### src/include/lsfc_pkg.sv
// lsfc_pkg: constants, register map and state codes of the load switch control
// assumes a 40 MHz sys_clk and a byte wide register port
// What this block does
// RULE_01 - enabled and fault free: switch stays on
// RULE_02 - undervoltage or overtemperature always force off
// RULE_03 - blanking: limit lasting 5 ms turns off
// RULE_04 - auto-restart: switch on again after 640 ms
// RULE_05 - latch-off: stays off until enable cycled
// RULE_06 - blanking: flag asserts when blanking trips
// RULE_07 - non-blanking: overcurrent never turns switch off
// RULE_08 - non-blanking: flag asserts when limiting starts
// RULE_09 - non-blanking: limiting ends by enable or thermal
// RULE_10 - turn-on after lockout is a controlled ramp
// RULE_11 - overtemperature holds off, recovers when cool
// RULE_12 - enable toggling cannot override overtemperature
// RULE_13 - enable low or good turn-on clears flag, timers
package lsfc_pkg;
    localparam int CLK_HZ = 40_000_000;
    localparam int TICK_HZ = 1_000_000;
    localparam int TICK_DIV = CLK_HZ / TICK_HZ;
    localparam int DIV_W = 6;

    localparam int RAMP_TIME_MS = 1;
    localparam int BLANK_TIME_MS = 5;
    localparam int RESTART_TIME_MS = 640;
    localparam int RAMP_TICKS = RAMP_TIME_MS * (TICK_HZ / 1000);
    localparam int BLANK_TICKS = BLANK_TIME_MS * (TICK_HZ / 1000);
    localparam int RESTART_TICKS = RESTART_TIME_MS * (TICK_HZ / 1000);
    localparam int TMR_W = 20;

    localparam int ADDR_W = 5;
    localparam int DATA_W = 8;
    localparam logic [4:0] ADDR_CONFIG = 5'h00;
    localparam logic [4:0] ADDR_STATUS = 5'h04;
    localparam logic [4:0] ADDR_EVENT = 5'h08;
    localparam logic [4:0] ADDR_MASK = 5'h0c;
    localparam logic [4:0] ADDR_TRIPS = 5'h10;

    localparam int CFG_BLANK = 0;
    localparam int CFG_RESTART = 1;
    localparam int CFG_FLAGPIN = 2;
    localparam int CFG_W = 3;
    localparam logic [2:0] CONFIG_RESET = 3'h7;

    localparam int EV_LIMIT = 0;
    localparam int EV_TRIP = 1;
    localparam int EV_RESTART = 2;
    localparam int EV_THERM = 3;
    localparam int EV_UNDERVOLTAGE_LOCKOUT = 4;
    localparam int EV_W = 5;
    localparam logic [4:0] MASK_RESET = 5'h00;

    localparam int ST_STATE = 0;
    localparam int ST_SWITCH = 3;
    localparam int ST_FLAG = 4;
    localparam int ST_THERM = 5;
    localparam int ST_UNDERVOLTAGE_LOCKOUT = 6;
    localparam int ST_ENABLE = 7;

    typedef enum logic [2:0] {
        S_OFF = 3'h0,
        S_RAMP = 3'h1,
        S_ON = 3'h2,
        S_LIMIT = 3'h3,
        S_WAIT = 3'h4,
        S_LATCH = 3'h5
    } lsfc_state_t;
endpackage

### src/design/lsfc_timer.sv
// lsfc_timer: tick counter that flags when a loaded limit has elapsed
// assumes tick is a one-cycle enable and start restarts the count
`timescale 1ns/1ps
`default_nettype none
module lsfc_timer #(
    parameter int TMR_W = lsfc_pkg::TMR_W
) (
    input wire logic sys_clk,
    input wire logic rstN,
    input wire logic tick,
    input wire logic start,
    input wire logic [TMR_W-1:0] limit,
    output logic done
);
    typedef struct packed {
        logic [TMR_W-1:0] cnt;
        logic done;
    } lsfc_tmr_t;

    lsfc_tmr_t r;
    lsfc_tmr_t next_r;

    if (TMR_W < 2) begin : g_bad_width
        $error("lsfc_timer: TMR_W too small");
    end

    always_comb begin
        next_r = r;
        if (start) begin
            next_r.cnt = '0;
            next_r.done = 1'b0;
        end else if (tick && !r.done) begin
            next_r.cnt = r.cnt + 1'b1;
            // a limit of zero never expires, the top refuses it
            next_r.done = (next_r.cnt >= limit) && (limit != '0);
        end
    end

    always_ff @(posedge sys_clk or negedge rstN) begin
        if (!rstN) begin
            r <= '0;
        end else begin
            r <= next_r;
        end
    end

    assign done = r.done;
endmodule // lsfc_timer
`default_nettype wire

### src/design/lsfc_top.sv
// lsfc_top: enable, fault sequencing and register port of a load switch
// assumes comparator inputs and register strobes are synchronous to sys_clk
//
// Added by the designer: strobed register access and the placing of the registers.
`timescale 1ns/1ps
`default_nettype none
module lsfc_top #(
    parameter int DATA_W = lsfc_pkg::DATA_W,
    parameter int ADDR_W = lsfc_pkg::ADDR_W,
    parameter int TICK_DIV = lsfc_pkg::TICK_DIV,
    parameter int RAMP_TICKS = lsfc_pkg::RAMP_TICKS,
    parameter int BLANK_TICKS = lsfc_pkg::BLANK_TICKS,
    parameter int RESTART_TICKS = lsfc_pkg::RESTART_TICKS
) (
    input wire logic sys_clk,
    input wire logic reset_n,
    input wire logic hostEnable,
    input wire logic undervoltageLockout,
    input wire logic overTemp,
    input wire logic limitReached,
    input wire logic [ADDR_W-1:0] regAddr,
    input wire logic [DATA_W-1:0] regWrData,
    input wire logic regWr,
    input wire logic regRd,
    output logic [DATA_W-1:0] regRdData,
    output logic switchOn,
    output logic constCurrent,
    output logic rampActive,
    output logic faultFlagN,
    output logic irq
);
    localparam int TMR_W = lsfc_pkg::TMR_W;
    localparam int DIV_W = lsfc_pkg::DIV_W;
    localparam int EV_W = lsfc_pkg::EV_W;
    localparam int CFG_W = lsfc_pkg::CFG_W;

    typedef struct packed {
        lsfc_pkg::lsfc_state_t state;
        logic [DIV_W-1:0] div;
        logic tick;
        logic [CFG_W-1:0] cfg;
        logic [EV_W-1:0] ev;
        logic [EV_W-1:0] mask;
        logic [7:0] trips;
        logic thermSeen;
        logic uvloSeen;
        logic flagN;
        logic sw;
        logic cc;
        logic ramp;
        logic irq;
        logic [DATA_W-1:0] rd;
    } lsfc_regs_t;

    localparam lsfc_regs_t REGS_RESET = '{
        state: lsfc_pkg::S_OFF,
        div: '0,
        tick: 1'b0,
        cfg: lsfc_pkg::CONFIG_RESET,
        ev: '0,
        mask: lsfc_pkg::MASK_RESET,
        trips: 8'h00,
        thermSeen: 1'b0,
        uvloSeen: 1'b0,
        flagN: 1'b1,
        sw: 1'b0,
        cc: 1'b0,
        ramp: 1'b0,
        irq: 1'b0,
        rd: '0
    };

    if (DATA_W < 8) begin : g_bad_data
        $error("lsfc_top: DATA_W must be at least 8");
    end
    if (ADDR_W < 5) begin : g_bad_addr
        $error("lsfc_top: ADDR_W must be at least 5");
    end
    if (TICK_DIV < 2 || TICK_DIV > (1 << DIV_W)) begin : g_bad_div
        $error("lsfc_top: TICK_DIV out of range");
    end
    if (RAMP_TICKS < 1 || RAMP_TICKS >= (1 << TMR_W)) begin : g_bad_ramp
        $error("lsfc_top: RAMP_TICKS out of range");
    end
    if (BLANK_TICKS < 1 || BLANK_TICKS >= (1 << TMR_W)) begin : g_bad_blank
        $error("lsfc_top: BLANK_TICKS out of range");
    end
    if (RESTART_TICKS < 1 || RESTART_TICKS >= (1 << TMR_W)) begin : g_bad_restart
        $error("lsfc_top: RESTART_TICKS out of range");
    end

    function automatic logic hit(
        input logic [ADDR_W-1:0] a,
        input logic [4:0] off
    );
        return a == ADDR_W'(off);
    endfunction

    function automatic logic conducts(input lsfc_pkg::lsfc_state_t s);
        return (s == lsfc_pkg::S_RAMP) || (s == lsfc_pkg::S_ON)
            || (s == lsfc_pkg::S_LIMIT);
    endfunction

    // status view; fault bit reads high while the flag pin is low
    function automatic logic [7:0] status_byte(
        input lsfc_pkg::lsfc_state_t s,
        input logic sw,
        input logic flagN,
        input logic hot,
        input logic low,
        input logic en
    );
        logic [7:0] b;
        b = 8'h00;
        b[lsfc_pkg::ST_STATE +: 3] = s;
        b[lsfc_pkg::ST_SWITCH] = sw;
        b[lsfc_pkg::ST_FLAG] = ~flagN;
        b[lsfc_pkg::ST_THERM] = hot;
        b[lsfc_pkg::ST_UNDERVOLTAGE_LOCKOUT] = low;
        b[lsfc_pkg::ST_ENABLE] = en;
        return b;
    endfunction

    // a trip in the clearing cycle still counts, and the count never wraps
    function automatic logic [7:0] count_trips(
        input logic [7:0] cnt,
        input logic clr,
        input logic inc
    );
        logic [7:0] base;
        base = clr ? 8'h00 : cnt;
        return (inc && base != 8'hff) ? base + 8'h01 : base;
    endfunction

    logic [1:0] rstPipe;
    logic rstN;
    lsfc_regs_t r;
    lsfc_regs_t next_r;
    logic tmrStart;
    logic tmrDone;
    logic [TMR_W-1:0] tmrLimit;

    // reset enters asynchronously but is released on a clock edge
    always_ff @(posedge sys_clk or negedge reset_n) begin
        if (!reset_n) begin
            rstPipe <= 2'h0;
        end else begin
            rstPipe <= {rstPipe[0], 1'b1};
        end
    end
    assign rstN = rstPipe[1];

    lsfc_timer #(
        .TMR_W(TMR_W)
    ) u_timer (
        .sys_clk(sys_clk),
        .rstN(rstN),
        .tick(r.tick),
        .start(tmrStart),
        .limit(tmrLimit),
        .done(tmrDone)
    );

    always_comb begin
        logic inhibit;
        logic blanking;
        logic autoRestart;
        logic flagPin;
        logic setFlag;
        logic [EV_W-1:0] evSet;
        logic [7:0] rdByte;
        inhibit = undervoltageLockout | overTemp;
        blanking = r.cfg[lsfc_pkg::CFG_BLANK];
        autoRestart = r.cfg[lsfc_pkg::CFG_RESTART];
        flagPin = r.cfg[lsfc_pkg::CFG_FLAGPIN];
        setFlag = 1'b0;
        evSet = '0;
        rdByte = 8'h00;
        next_r = r;

        // microsecond tick for every fault timer
        next_r.tick = 1'b0;
        if (r.div == DIV_W'(TICK_DIV - 1)) begin
            next_r.div = '0;
            next_r.tick = 1'b1;
        end else begin
            next_r.div = r.div + 1'b1;
        end

        // the timer limit follows the state it is timing
        unique case (r.state)
            lsfc_pkg::S_RAMP: tmrLimit = TMR_W'(RAMP_TICKS);
            lsfc_pkg::S_LIMIT: tmrLimit = TMR_W'(BLANK_TICKS);
            lsfc_pkg::S_WAIT: tmrLimit = TMR_W'(RESTART_TICKS);
            default: tmrLimit = '0;
        endcase

        unique case (r.state)
            lsfc_pkg::S_OFF: begin
                // overtemperature keeps it here whatever enable does
                if (hostEnable && !inhibit) begin // see RULE_12
                    next_r.state = lsfc_pkg::S_RAMP; // see RULE_10
                end
            end
            lsfc_pkg::S_RAMP: begin
                if (limitReached) begin
                    next_r.state = lsfc_pkg::S_LIMIT;
                end else if (tmrDone) begin
                    next_r.state = lsfc_pkg::S_ON; // see RULE_10
                end
            end
            lsfc_pkg::S_ON: begin
                if (limitReached) begin
                    next_r.state = lsfc_pkg::S_LIMIT;
                end
            end
            lsfc_pkg::S_LIMIT: begin
                if (blanking) begin
                    if (!limitReached) begin
                        next_r.state = lsfc_pkg::S_ON;
                    end else if (tmrDone) begin
                        evSet[lsfc_pkg::EV_TRIP] = 1'b1; // see RULE_03
                        setFlag = flagPin; // see RULE_06
                        if (autoRestart) begin
                            next_r.state = lsfc_pkg::S_WAIT; // see RULE_04
                        end else begin
                            next_r.state = lsfc_pkg::S_LATCH; // see RULE_05
                        end
                    end
                end
                // without blanking the limit state is left only below
            end
            lsfc_pkg::S_WAIT: begin
                // a finished wait holds off until inhibit is gone
                if (tmrDone && !inhibit) begin
                    next_r.state = lsfc_pkg::S_RAMP; // see RULE_04
                    evSet[lsfc_pkg::EV_RESTART] = 1'b1;
                end
            end
            lsfc_pkg::S_LATCH: begin
                // held off until enable drops, handled below
                next_r.state = lsfc_pkg::S_LATCH; // see RULE_05
            end
            default: begin
                next_r.state = lsfc_pkg::S_OFF;
            end
        endcase

        // lockout and thermal override enable in every variant
        if (conducts(r.state) && inhibit) begin
            next_r.state = lsfc_pkg::S_OFF; // see RULE_02, see RULE_11, see RULE_09
        end
        if (!hostEnable) begin
            next_r.state = lsfc_pkg::S_OFF; // see RULE_05, see RULE_09
        end

        if (next_r.state == lsfc_pkg::S_LIMIT && r.state != lsfc_pkg::S_LIMIT) begin
            evSet[lsfc_pkg::EV_LIMIT] = 1'b1;
            if (!blanking) begin
                setFlag = flagPin; // see RULE_08
            end
        end

        // a state change restarts the timer, so no stale count survives
        tmrStart = (next_r.state != r.state); // see RULE_13

        // flag clears on enable low or a completed turn-on
        if (!hostEnable) begin
            next_r.flagN = 1'b1; // see RULE_13
        end
        if (r.state == lsfc_pkg::S_RAMP && next_r.state == lsfc_pkg::S_ON) begin
            next_r.flagN = 1'b1; // see RULE_13
        end
        // a trip that enable low already ends raises no flag
        if (setFlag && hostEnable) begin
            next_r.flagN = 1'b0; // see RULE_06, see RULE_08
        end

        // drive outputs from the coming state so they sit in flops
        next_r.sw = conducts(next_r.state); // see RULE_01, see RULE_07
        next_r.cc = (next_r.state == lsfc_pkg::S_LIMIT); // see RULE_03, see RULE_07
        next_r.ramp = (next_r.state == lsfc_pkg::S_RAMP); // see RULE_10

        // comparator edges for the event register
        next_r.thermSeen = overTemp;
        next_r.uvloSeen = undervoltageLockout;
        if (overTemp && !r.thermSeen) begin
            evSet[lsfc_pkg::EV_THERM] = 1'b1;
        end
        if (undervoltageLockout && !r.uvloSeen) begin
            evSet[lsfc_pkg::EV_UNDERVOLTAGE_LOCKOUT] = 1'b1;
        end

        // saturating count of blanking trips, cleared by any write to the trips register
        next_r.trips = count_trips(r.trips, regWr && hit(regAddr, lsfc_pkg::ADDR_TRIPS),
            evSet[lsfc_pkg::EV_TRIP]);

        if (regWr && hit(regAddr, lsfc_pkg::ADDR_CONFIG)) begin
            next_r.cfg = regWrData[CFG_W-1:0];
        end
        if (regWr && hit(regAddr, lsfc_pkg::ADDR_MASK)) begin
            next_r.mask = regWrData[EV_W-1:0];
        end
        // write one to clear; a new event in the same cycle wins
        if (regWr && hit(regAddr, lsfc_pkg::ADDR_EVENT)) begin
            next_r.ev = r.ev & ~regWrData[EV_W-1:0];
        end
        next_r.ev = next_r.ev | evSet;
        next_r.irq = |(next_r.ev & next_r.mask);

        // read data live for exactly one cycle after the strobe
        if (regRd) begin
            if (hit(regAddr, lsfc_pkg::ADDR_CONFIG)) begin
                rdByte = 8'(r.cfg);
            end else if (hit(regAddr, lsfc_pkg::ADDR_STATUS)) begin
                rdByte = status_byte(r.state, r.sw, r.flagN, overTemp,
                    undervoltageLockout, hostEnable);
            end else if (hit(regAddr, lsfc_pkg::ADDR_EVENT)) begin
                rdByte = 8'(r.ev);
            end else if (hit(regAddr, lsfc_pkg::ADDR_MASK)) begin
                rdByte = 8'(r.mask);
            end else if (hit(regAddr, lsfc_pkg::ADDR_TRIPS)) begin
                rdByte = r.trips;
            end
        end
        next_r.rd = DATA_W'(rdByte);
    end

    always_ff @(posedge sys_clk or negedge rstN) begin
        if (!rstN) begin
            r <= REGS_RESET;
        end else begin
            r <= next_r;
        end
    end

    assign regRdData = r.rd;
    assign switchOn = r.sw;
    assign constCurrent = r.cc;
    assign rampActive = r.ramp;
    assign faultFlagN = r.flagN;
    assign irq = r.irq;
endmodule // lsfc_top
`default_nettype wire

### config.mk
export PLATFORM = sky130hd
export DESIGN_NAME = lsfc_top
export DESIGN_NICKNAME = d
export VERILOG_FILES = /design/src/include/lsfc_pkg.sv /design/src/design/lsfc_timer.sv /design/src/design/lsfc_top.sv
export SDC_FILE = /design/constraint.sdc
export NUM_CORES = 1
export LEC_CHECK = 0
export BUFFER_PORTS_ARGS = -buffer_cell sky130_fd_sc_hd__buf_2
export CORE_MARGIN = 4
export CORE_UTILIZATION = 45
export CTS_CLUSTER_SIZE = 30
export DETAILED_ROUTE_END_ITERATION = 10
export SETUP_SLACK_MARGIN = 0.4
export SYNTH_ARGS = -nofsm -noshare
export SYNTH_HDL_FRONTEND = slang
export SYNTH_SLANG_ARGS = --single-unit
### constraint.sdc
create_clock -name sys_clk -period 4.58 [get_ports sys_clk]
set_input_delay 0.916 -clock sys_clk [delete_from_list [all_inputs] [get_ports sys_clk]]
set_output_delay 0.916 -clock sys_clk [all_outputs]
set_load 0.05 [all_outputs]
==> results.json, run 1 <==
{
  "status": "finished, final reports clean",
  "routabilityCongestion": 0.843,
  "async_flop_share_pct": 100,
  "cts_tree": "done",
  "hp-class": "in2async",
  "synthesis.nets": 456,
  "dr_total_vias": 3001,
  "r2r_end": "u_timer.done",
  "crit_path_start": "r[43]",
  "syn_area_per_cell_sq_um": 9.61,
  "cp-end-kind": "flip-flop",
  "synth_seq_cells": 69,
  "drive_above_1_share_pct": 17.4,
  "cts_max_level": 3,
  "first_pass_iters": 4,
  "crit_type": "reg2reg",
  "fmax_ghz": 0.348,
  "start_util_pct": 46.3,
  "cts_hold_buf": 0,
  "fin_setup_tns_ps": 0,
  "cts_root_buffer": "clkbuf_8",
  "p_per_area_mw_per_mm2": 314,
  "synth_edf_count": 0,
  "fin_crit_ps": 2870,
  "netlist_area_sq_mm": 0.00404,
  "diodes": 0,
  "pin_count": 34,
  "via_per_inst": 5.45,
  "synthMuxAreaShare_pct": 4.25,
  "rr_startpoint": "r[43]",
  "worstRegToRegCells": 9,
  "antenna_found_initial": 0,
  "drt_iter0_drc": 107,
  "synth.distinct_cells": 61,
  "grtUsageTotal_pct": 17.4,
  "numPortBuffers": 30,
  "ys_warn_count": 0,
  "grt_pass1_wl_microns": 14300,
  "grt_max_degree": 68,
  "syn2layout_area_growth_pct": 9.14,
  "drv_cap": 0,
  "postPlaceCellArea_sq_mm": 0.00419,
  "ys.flop_type": "dfrtp_1",
  "yosys-top-cells-area": "dfrtp_1 40%, xnor2_1 5.6%, nor2_1 5.5%, ha_1 4.6%, nand2_1 4.3%",
  "path_cells": "nor2b_1 > nand2_1 > ha_1 > a21o_1 > a221oi_1 > o211ai_1 > a21o_1 > a21oi_1 > o31ai_2",
  "synthCells": 420,
  "dp_cells": 535,
  "fp.dieH_microns": 103,
  "numCtsBuffers": 9,
  "reg2reg_slack_ps": 1710,
  "synth-xor-area-share_pct": 9.95,
  "drt-wirelength-per-cell_microns": 15.1,
  "rsz0062_at_grt": "no",
  "cts-resized-gates": 0,
  "worst_ep_arrival_time_ps": 3100,
  "clk_pin_slew_ps": 70,
  "clock_sinks": 69,
  "drv_slew": 0,
  "p_total_mw": 1.38,
  "seq_area_frac_synth_pct": 42.9,
  "synth-compound-area-share_pct": 10.4,
  "grt_pass1_vias": 2987,
  "synth_top_family_by_area": "simple AND/OR/NAND/NOR gates",
  "ant_nets": 0,
  "yosys.area.top_type": "dfrtp_1",
  "clk-insertion-delay-late_ps": 350,
  "hold_ws_ps": 341,
  "fin_skew_ps": 10.5,
  "crit_top_cell": "a21o_1",
  "grt_overflow": 0,
  "fin_crit_sh_pct": 62.7,
  "start_kind": "flip-flop",
  "crit_fanout": 14,
  "required_ps": 4810,
  "cp_slowest_stage_delay_ps": 640,
  "crit_path_top_delay_cell": "dfrtp_1",
  "layout.nets": 474,
  "placementRows": 34,
  "cp-endpoint": "u_timer.done",
  "finalNonFillerCells": 551,
  "synth-simple-area-share_pct": 23.6,
  "core_area_sq_mm": 0.00872,
  "worst_pin_slew_ps": 838,
  "dp_hpwl_microns": 6040,
  "setup_violations": 0,
  "final_area_sq_mm": 0.00441,
  "cts_buffer_depth": 2,
  "synthAdderAreaFrac_pct": 4.65,
  "leakage_nw": 1.99,
  "irDropWorstVdd_mv": 0.124,
  "post-route-drc-count": 0,
  "finalWirelength_microns": 8330,
  "dieArea_sq_mm": 0.0105,
  "cts_setup_buffers": 0,
  "synth_top_area_share_pct": 40.3,
  "slew-limit-headroom_pct": 44.1,
  "hold_viol_final": 0,
  "die_w_microns": 103
}
## synth_stat cells (4+ instances only)
master,instances
dfrtp_1,65
nor2_1,59
nand2_1,46
xnor2_1,26
nand3_1,20
xor2_1,18
ha_1,15
nor3_1,13
buf_4,10
mux2_2,10
nor2b_1,10
and3_1,9
nand4_1,9
o21ai_0,8
buf_2,7
a21oi_1,6
a22oi_1,6
inv_1,6
a21o_1,5
clkbuf_1,5
dfstp_2,4
nand2b_1,4
## layer usage
metal  vias to the layer above  GRT usage, %  share of wire (%)
met5                         -             0                  0
met4                         0          5.25                1.3
met3                        10          4.19                3.8
met2                        51          28.9                 48
met1                      1447          22.5                 46
li1                       1493             -                  -
## sequential cells by signal (all words and copies together), names as in the netlist
signal	cells
regRdData	8
faultFlagN	1
r	33
rstPipe	2
constCurrent	1
rampActive	1
switchOn	1
irq	1
u_timer.r	20
u_timer.done	1
## worst min-delay path by stage
stage | depth (start not counted) | from | endpoint | slack [ps]
final | 1 | reset_n | rstPipe[1] | 340
after global routing | 1 | reset_n | rstPipe[1] | 320
after CTS | 1 | reset_n | rstPipe[1] | 320
after detailed placement | 0 | rstPipe[0] | rstPipe[1] | 340
after global placement | 0 | rstPipe[0] | rstPipe[1] | 340
after floorplan | 0 | rstPipe[0] | rstPipe[1] | 330
## logic make-up (layout without fill, tap and decap cells)
family                   after synthesis  count (layout)
AO/OA/AOI/OAI                         54              54
AND/OR/NAND/NOR                      190             190
multiplexers                          15              15
other                                  1               1
XOR/XNOR                              45              45
flip-flops                            69              69
adder cells (fa/ha/maj)               15              15
buffers and inverters                 31              54
## worst max-delay path, delay by kind of cell (launching register included)
kind,cells,cell delay (ps)
AND/OR/NAND/NOR,2,790
flip-flops,1,640
adder cells (fa/ha/maj),1,340
AO/OA/AOI/OAI,6,1000
## per-stage QoR
stage	setup WS, ps	utilization [%]
3_5_place_dp	1340	48.0
6_report	1710	50.5
5_1_grt	1440	50.5
3_3_place_gp	1380	48.0
2_1_floorplan	1840	-
4_1_cts	1700	50.5
## final cells by class
class | instances | area [sq um]
clock inverter | 4 | 53.8
multi-input combinational | 320 | 2130
tap | 108 | 135
inverter | 7 | 26.3
fill | 827 | 4320
sequential | 69 | 1730
timing repair buffer | 31 | 158
clock buffer | 12 | 165
## report_power, final
| part | internal (mW) | switching, mW |
|---|---|---|
| Clock | 0.298 | 0.241 |
| Sequential | 0.643 | 0.0248 |
| Combinational | 0.0646 | 0.111 |
## layout by cell type (no fill, tap or decap), drive strengths merged, types with 3 or more instances in the layout
cell	count
a22oi	6
a21oi	7
clkbuf	12
dfrtp	65
xor2	18
mux2	14
xnor2	27
a22o	3
nand2b	4
a211oi	4
nor4	3
nor3	13
and3	9
nor2b	10
nand4	10
nand3	21
nor2	60
nand2	46
buf	31
inv	8
o21ai	11
ha	15
dfstp	4
a222oi	3
a21o	5
No activity file was read; power rests on OpenSTA's default activity.
==> run 2, diff against run 1 <==
Settings changed: ABC_AREA from default to 1.
Clock period 4.58 ns to 2.65 ns, I/O delays scaled along.
==> results.json, run 2 <==
{
  "die_w_microns": 103,
  "crit_family": "simple AND/OR/NAND/NOR gates",
  "synth_seq_cells": 69,
  "drt_iter0_drc": 143,
  "finalWirelength_microns": 9520,
  "syn2layout_area_growth_pct": 16.0,
  "fin_crit_ps": 2260,
  "post-route-drc-count": 0,
  "required_ps": 2890,
  "slew-limit-headroom_pct": 54.1,
  "synthAdderAreaFrac_pct": 4.61,
  "synthCells": 539,
  "synth-compound-area-share_pct": 10.8,
  "leakage_nw": 2.34,
  "netlist_area_sq_mm": 0.00407,
  "cp-end-kind": "flip-flop",
  "path_buf_inv": 1,
  "synth_commonest_cells": "158 x nand2_1, 65 x dfrtp_1, 61 x nor2_1",
  "numCtsBuffers": 9,
  "placementRows": 34,
  "p_per_area_mw_per_mm2": 496,
  "syn_area_per_cell_sq_um": 7.56,
  "synth_top_family_by_area": "simple AND/OR/NAND/NOR gates",
  "numPortBuffers": 30,
  "clk-insertion-delay-late_ps": 350,
  "crit_type": "reg2reg",
  "synth-simple-area-share_pct": 29.5,
  "drv_slew": 0,
  "fp.dieH_microns": 103,
  "mostFrequentLayoutCells": "154 x nand2_1, 57 x dfrtp_1, 55 x nor2_1",
  "clock_sinks": 69,
  "worst_ep_arrival_time_ps": 2510,
  "post-route-util_pct": 53.9,
  "crit_fanout": 4,
  "ys.flop_type": "dfrtp_1",
  "final_area_sq_mm": 0.00473,
  "start_kind": "flip-flop",
  "synth_most_common_cell": "nand2_1",
  "synth-xor-area-share_pct": 4.73,
  "path_cells": "ha_4 > nand2_2 > inv_2 > nand2_2 > nor2_4 > nand2_2 > nor2_2 > xor2_1 > ha_1 > nand2_1 > nand3b_1 > nor2_1 > nor2_1 > nand2_1 > nand2_1 > nand2_1",
  "grt_overflow": 0,
  "grtUsageTotal_pct": 19.2,
  "fin_skew_ps": 9.76,
  "final.fill_count": 834,
  "grt_pass1_wl_microns": 15900,
  "fin_setup_tns_ps": 0,
  "fin_crit_sh_pct": 85.3,
  "cp_slowest_stage_delay_ps": 440,
  "synthesis.nets": 575,
  "drive_above_1_share_pct": 20.8,
  "yosys-top-cells-area": "dfrtp_1 40%, nand2_1 15%, nor2_1 5.6%, ha_1 4.6%, o21ai_0 4.3%",
  "clk_pin_slew_ps": 80,
  "core_area_sq_mm": 0.00876,
  "async_flop_share_pct": 100,
  "cts_max_level": 3,
  "drv_cap": 0,
  "crit_top_cell": "nand2_1",
  "routabilityCongestion": 0.945,
  "postPlaceCellArea_sq_mm": 0.00430,
  "cts_buffer_depth": 2,
  "final_common_cell": "nand2_1",
  "diodes": 0,
  "antenna_found_initial": 0,
  "ys_warn_count": 0,
  "status": "finished, final reports clean",
  "top_register": "r",
  "grt_pass1_vias": 3310,
  "synth.distinct_cells": 38,
  "yosys.area.top_type": "dfrtp_1",
  "hp-class": "reg2async",
  "start_util_pct": 46.5,
  "drt-wirelength-per-cell_microns": 13.7,
  "synth_top_area_share_pct": 39.9,
  "cts_tree": "done",
  "first_pass_iters": 4,
  "dp_hpwl_microns": 7060,
  "irDropWorstVdd_mv": 0.301,
  "synthMuxAreaShare_pct": 0,
  "fmax_ghz": 0.442,
  "pin_count": 34,
  "worst_pin_slew_ps": 689,
  "layout.nets": 618,
  "via_per_inst": 5.08,
  "hold_viol_final": 0,
  "crit_path_top_delay_cell": "dfrtp_1",
  "rsz0062_at_grt": "yes",
  "seq_area_frac_synth_pct": 42.5,
  "cts_root_buffer": "clkbuf_8",
  "setup_violations": 0,
  "largest_reg_flops": 33,
  "dr_total_vias": 3534,
  "ant_nets": 0,
  "synth_edf_count": 0,
  "grt_max_degree": 39,
  "dieArea_sq_mm": 0.0106
}
==> run 2: final timing paths <==
check,depth (start not counted),endpoint,start,slack (ps)
min reg2reg,0,r[43],rstPipe[1],320
max reg2reg,16,u_timer.done,u_timer.r[2],390
min,0,r[43],rstPipe[1],320
max in group asynchronous,1,faultFlagN,rstPipe[1],1630
min in group sys_clk,0,rstPipe[1],rstPipe[0],360
max,16,u_timer.done,u_timer.r[2],390
==> run 2: logic make-up after synthesis <==
| group | after synthesis |
|---|---|
| AO/OA/AOI/OAI | 78 |
| XOR/XNOR | 22 |
| adder cells (fa/ha/maj) | 15 |
| buffers and inverters | 71 |
| flip-flops | 69 |
| other | 1 |
| AND/OR/NAND/NOR | 283 |
==> run 2: metrics by stage <==
step | instances | setup slack [ps] | power, mW | hold slack (ps)
3_3_place_gp | 666 | 215 | 1.46 | 315
5_1_grt | 695 | 199 | 2.47 | 345
4_1_cts | 686 | 412 | 2.38 | 342
6_report | 695 | 390 | 2.34 | 320
3_5_place_dp | 666 | 198 | 1.46 | 315
2_1_floorplan | 539 | 502 | 1.37 | 234
==> run 2: timing repair <==
| action | in CTS | in global routing |
|---|---|---|
| pin swaps | 1 | 6 |
| resized for setup | 13 | 20 |
| hold buffers | 1 | 0 |
| endpoints found under the hold margin | 2 | 0 |
| endpoints found under the setup margin | 1 | 1 |
| setup buffers | 3 | 9 |
==> run 2: worst reg2reg max path, delay by kind of cell (launching register included) <==
kind / cells / cell delay (ps)
xor gates and xnor gates: 1 / 200
adders and majority gates: 2 / 440
buffers and inverters: 1 / 100
DFF: 1 / 440
and+or+nand+nor: 12 / 990
==> run 2: final cells by class <==
cell class                      count  area [sq um]  area share, %
Tap cell                          108           135           2.86
Clock inverter                      7          77.6           1.64
Clock buffer                        9           124           2.62
Timing Repair Buffer               48           304           6.43
Multi-Input combinational cell    399          2140           45.2
Sequential cell                    69          1740           36.9
Inverter                           55           206           4.37
==> run 2: metal layers <==
metal | wire length (microns) | vias up | GRT usage (%)
met5 | 0 | - | 0
met3 | 436 | 5 | 4.40
met4 | 72 | 0 | 3.98
li1 | - | 1814 | -
met1 | 4700 | 1652 | 28.3
met2 | 4310 | 63 | 29.2
==> run 2: power by group <==
group,switching (mW),internal (mW)
Combinational,0.189,0.0928
Sequential,0.0566,1.12
Clock,0.441,0.446
Total,0.686,1.66
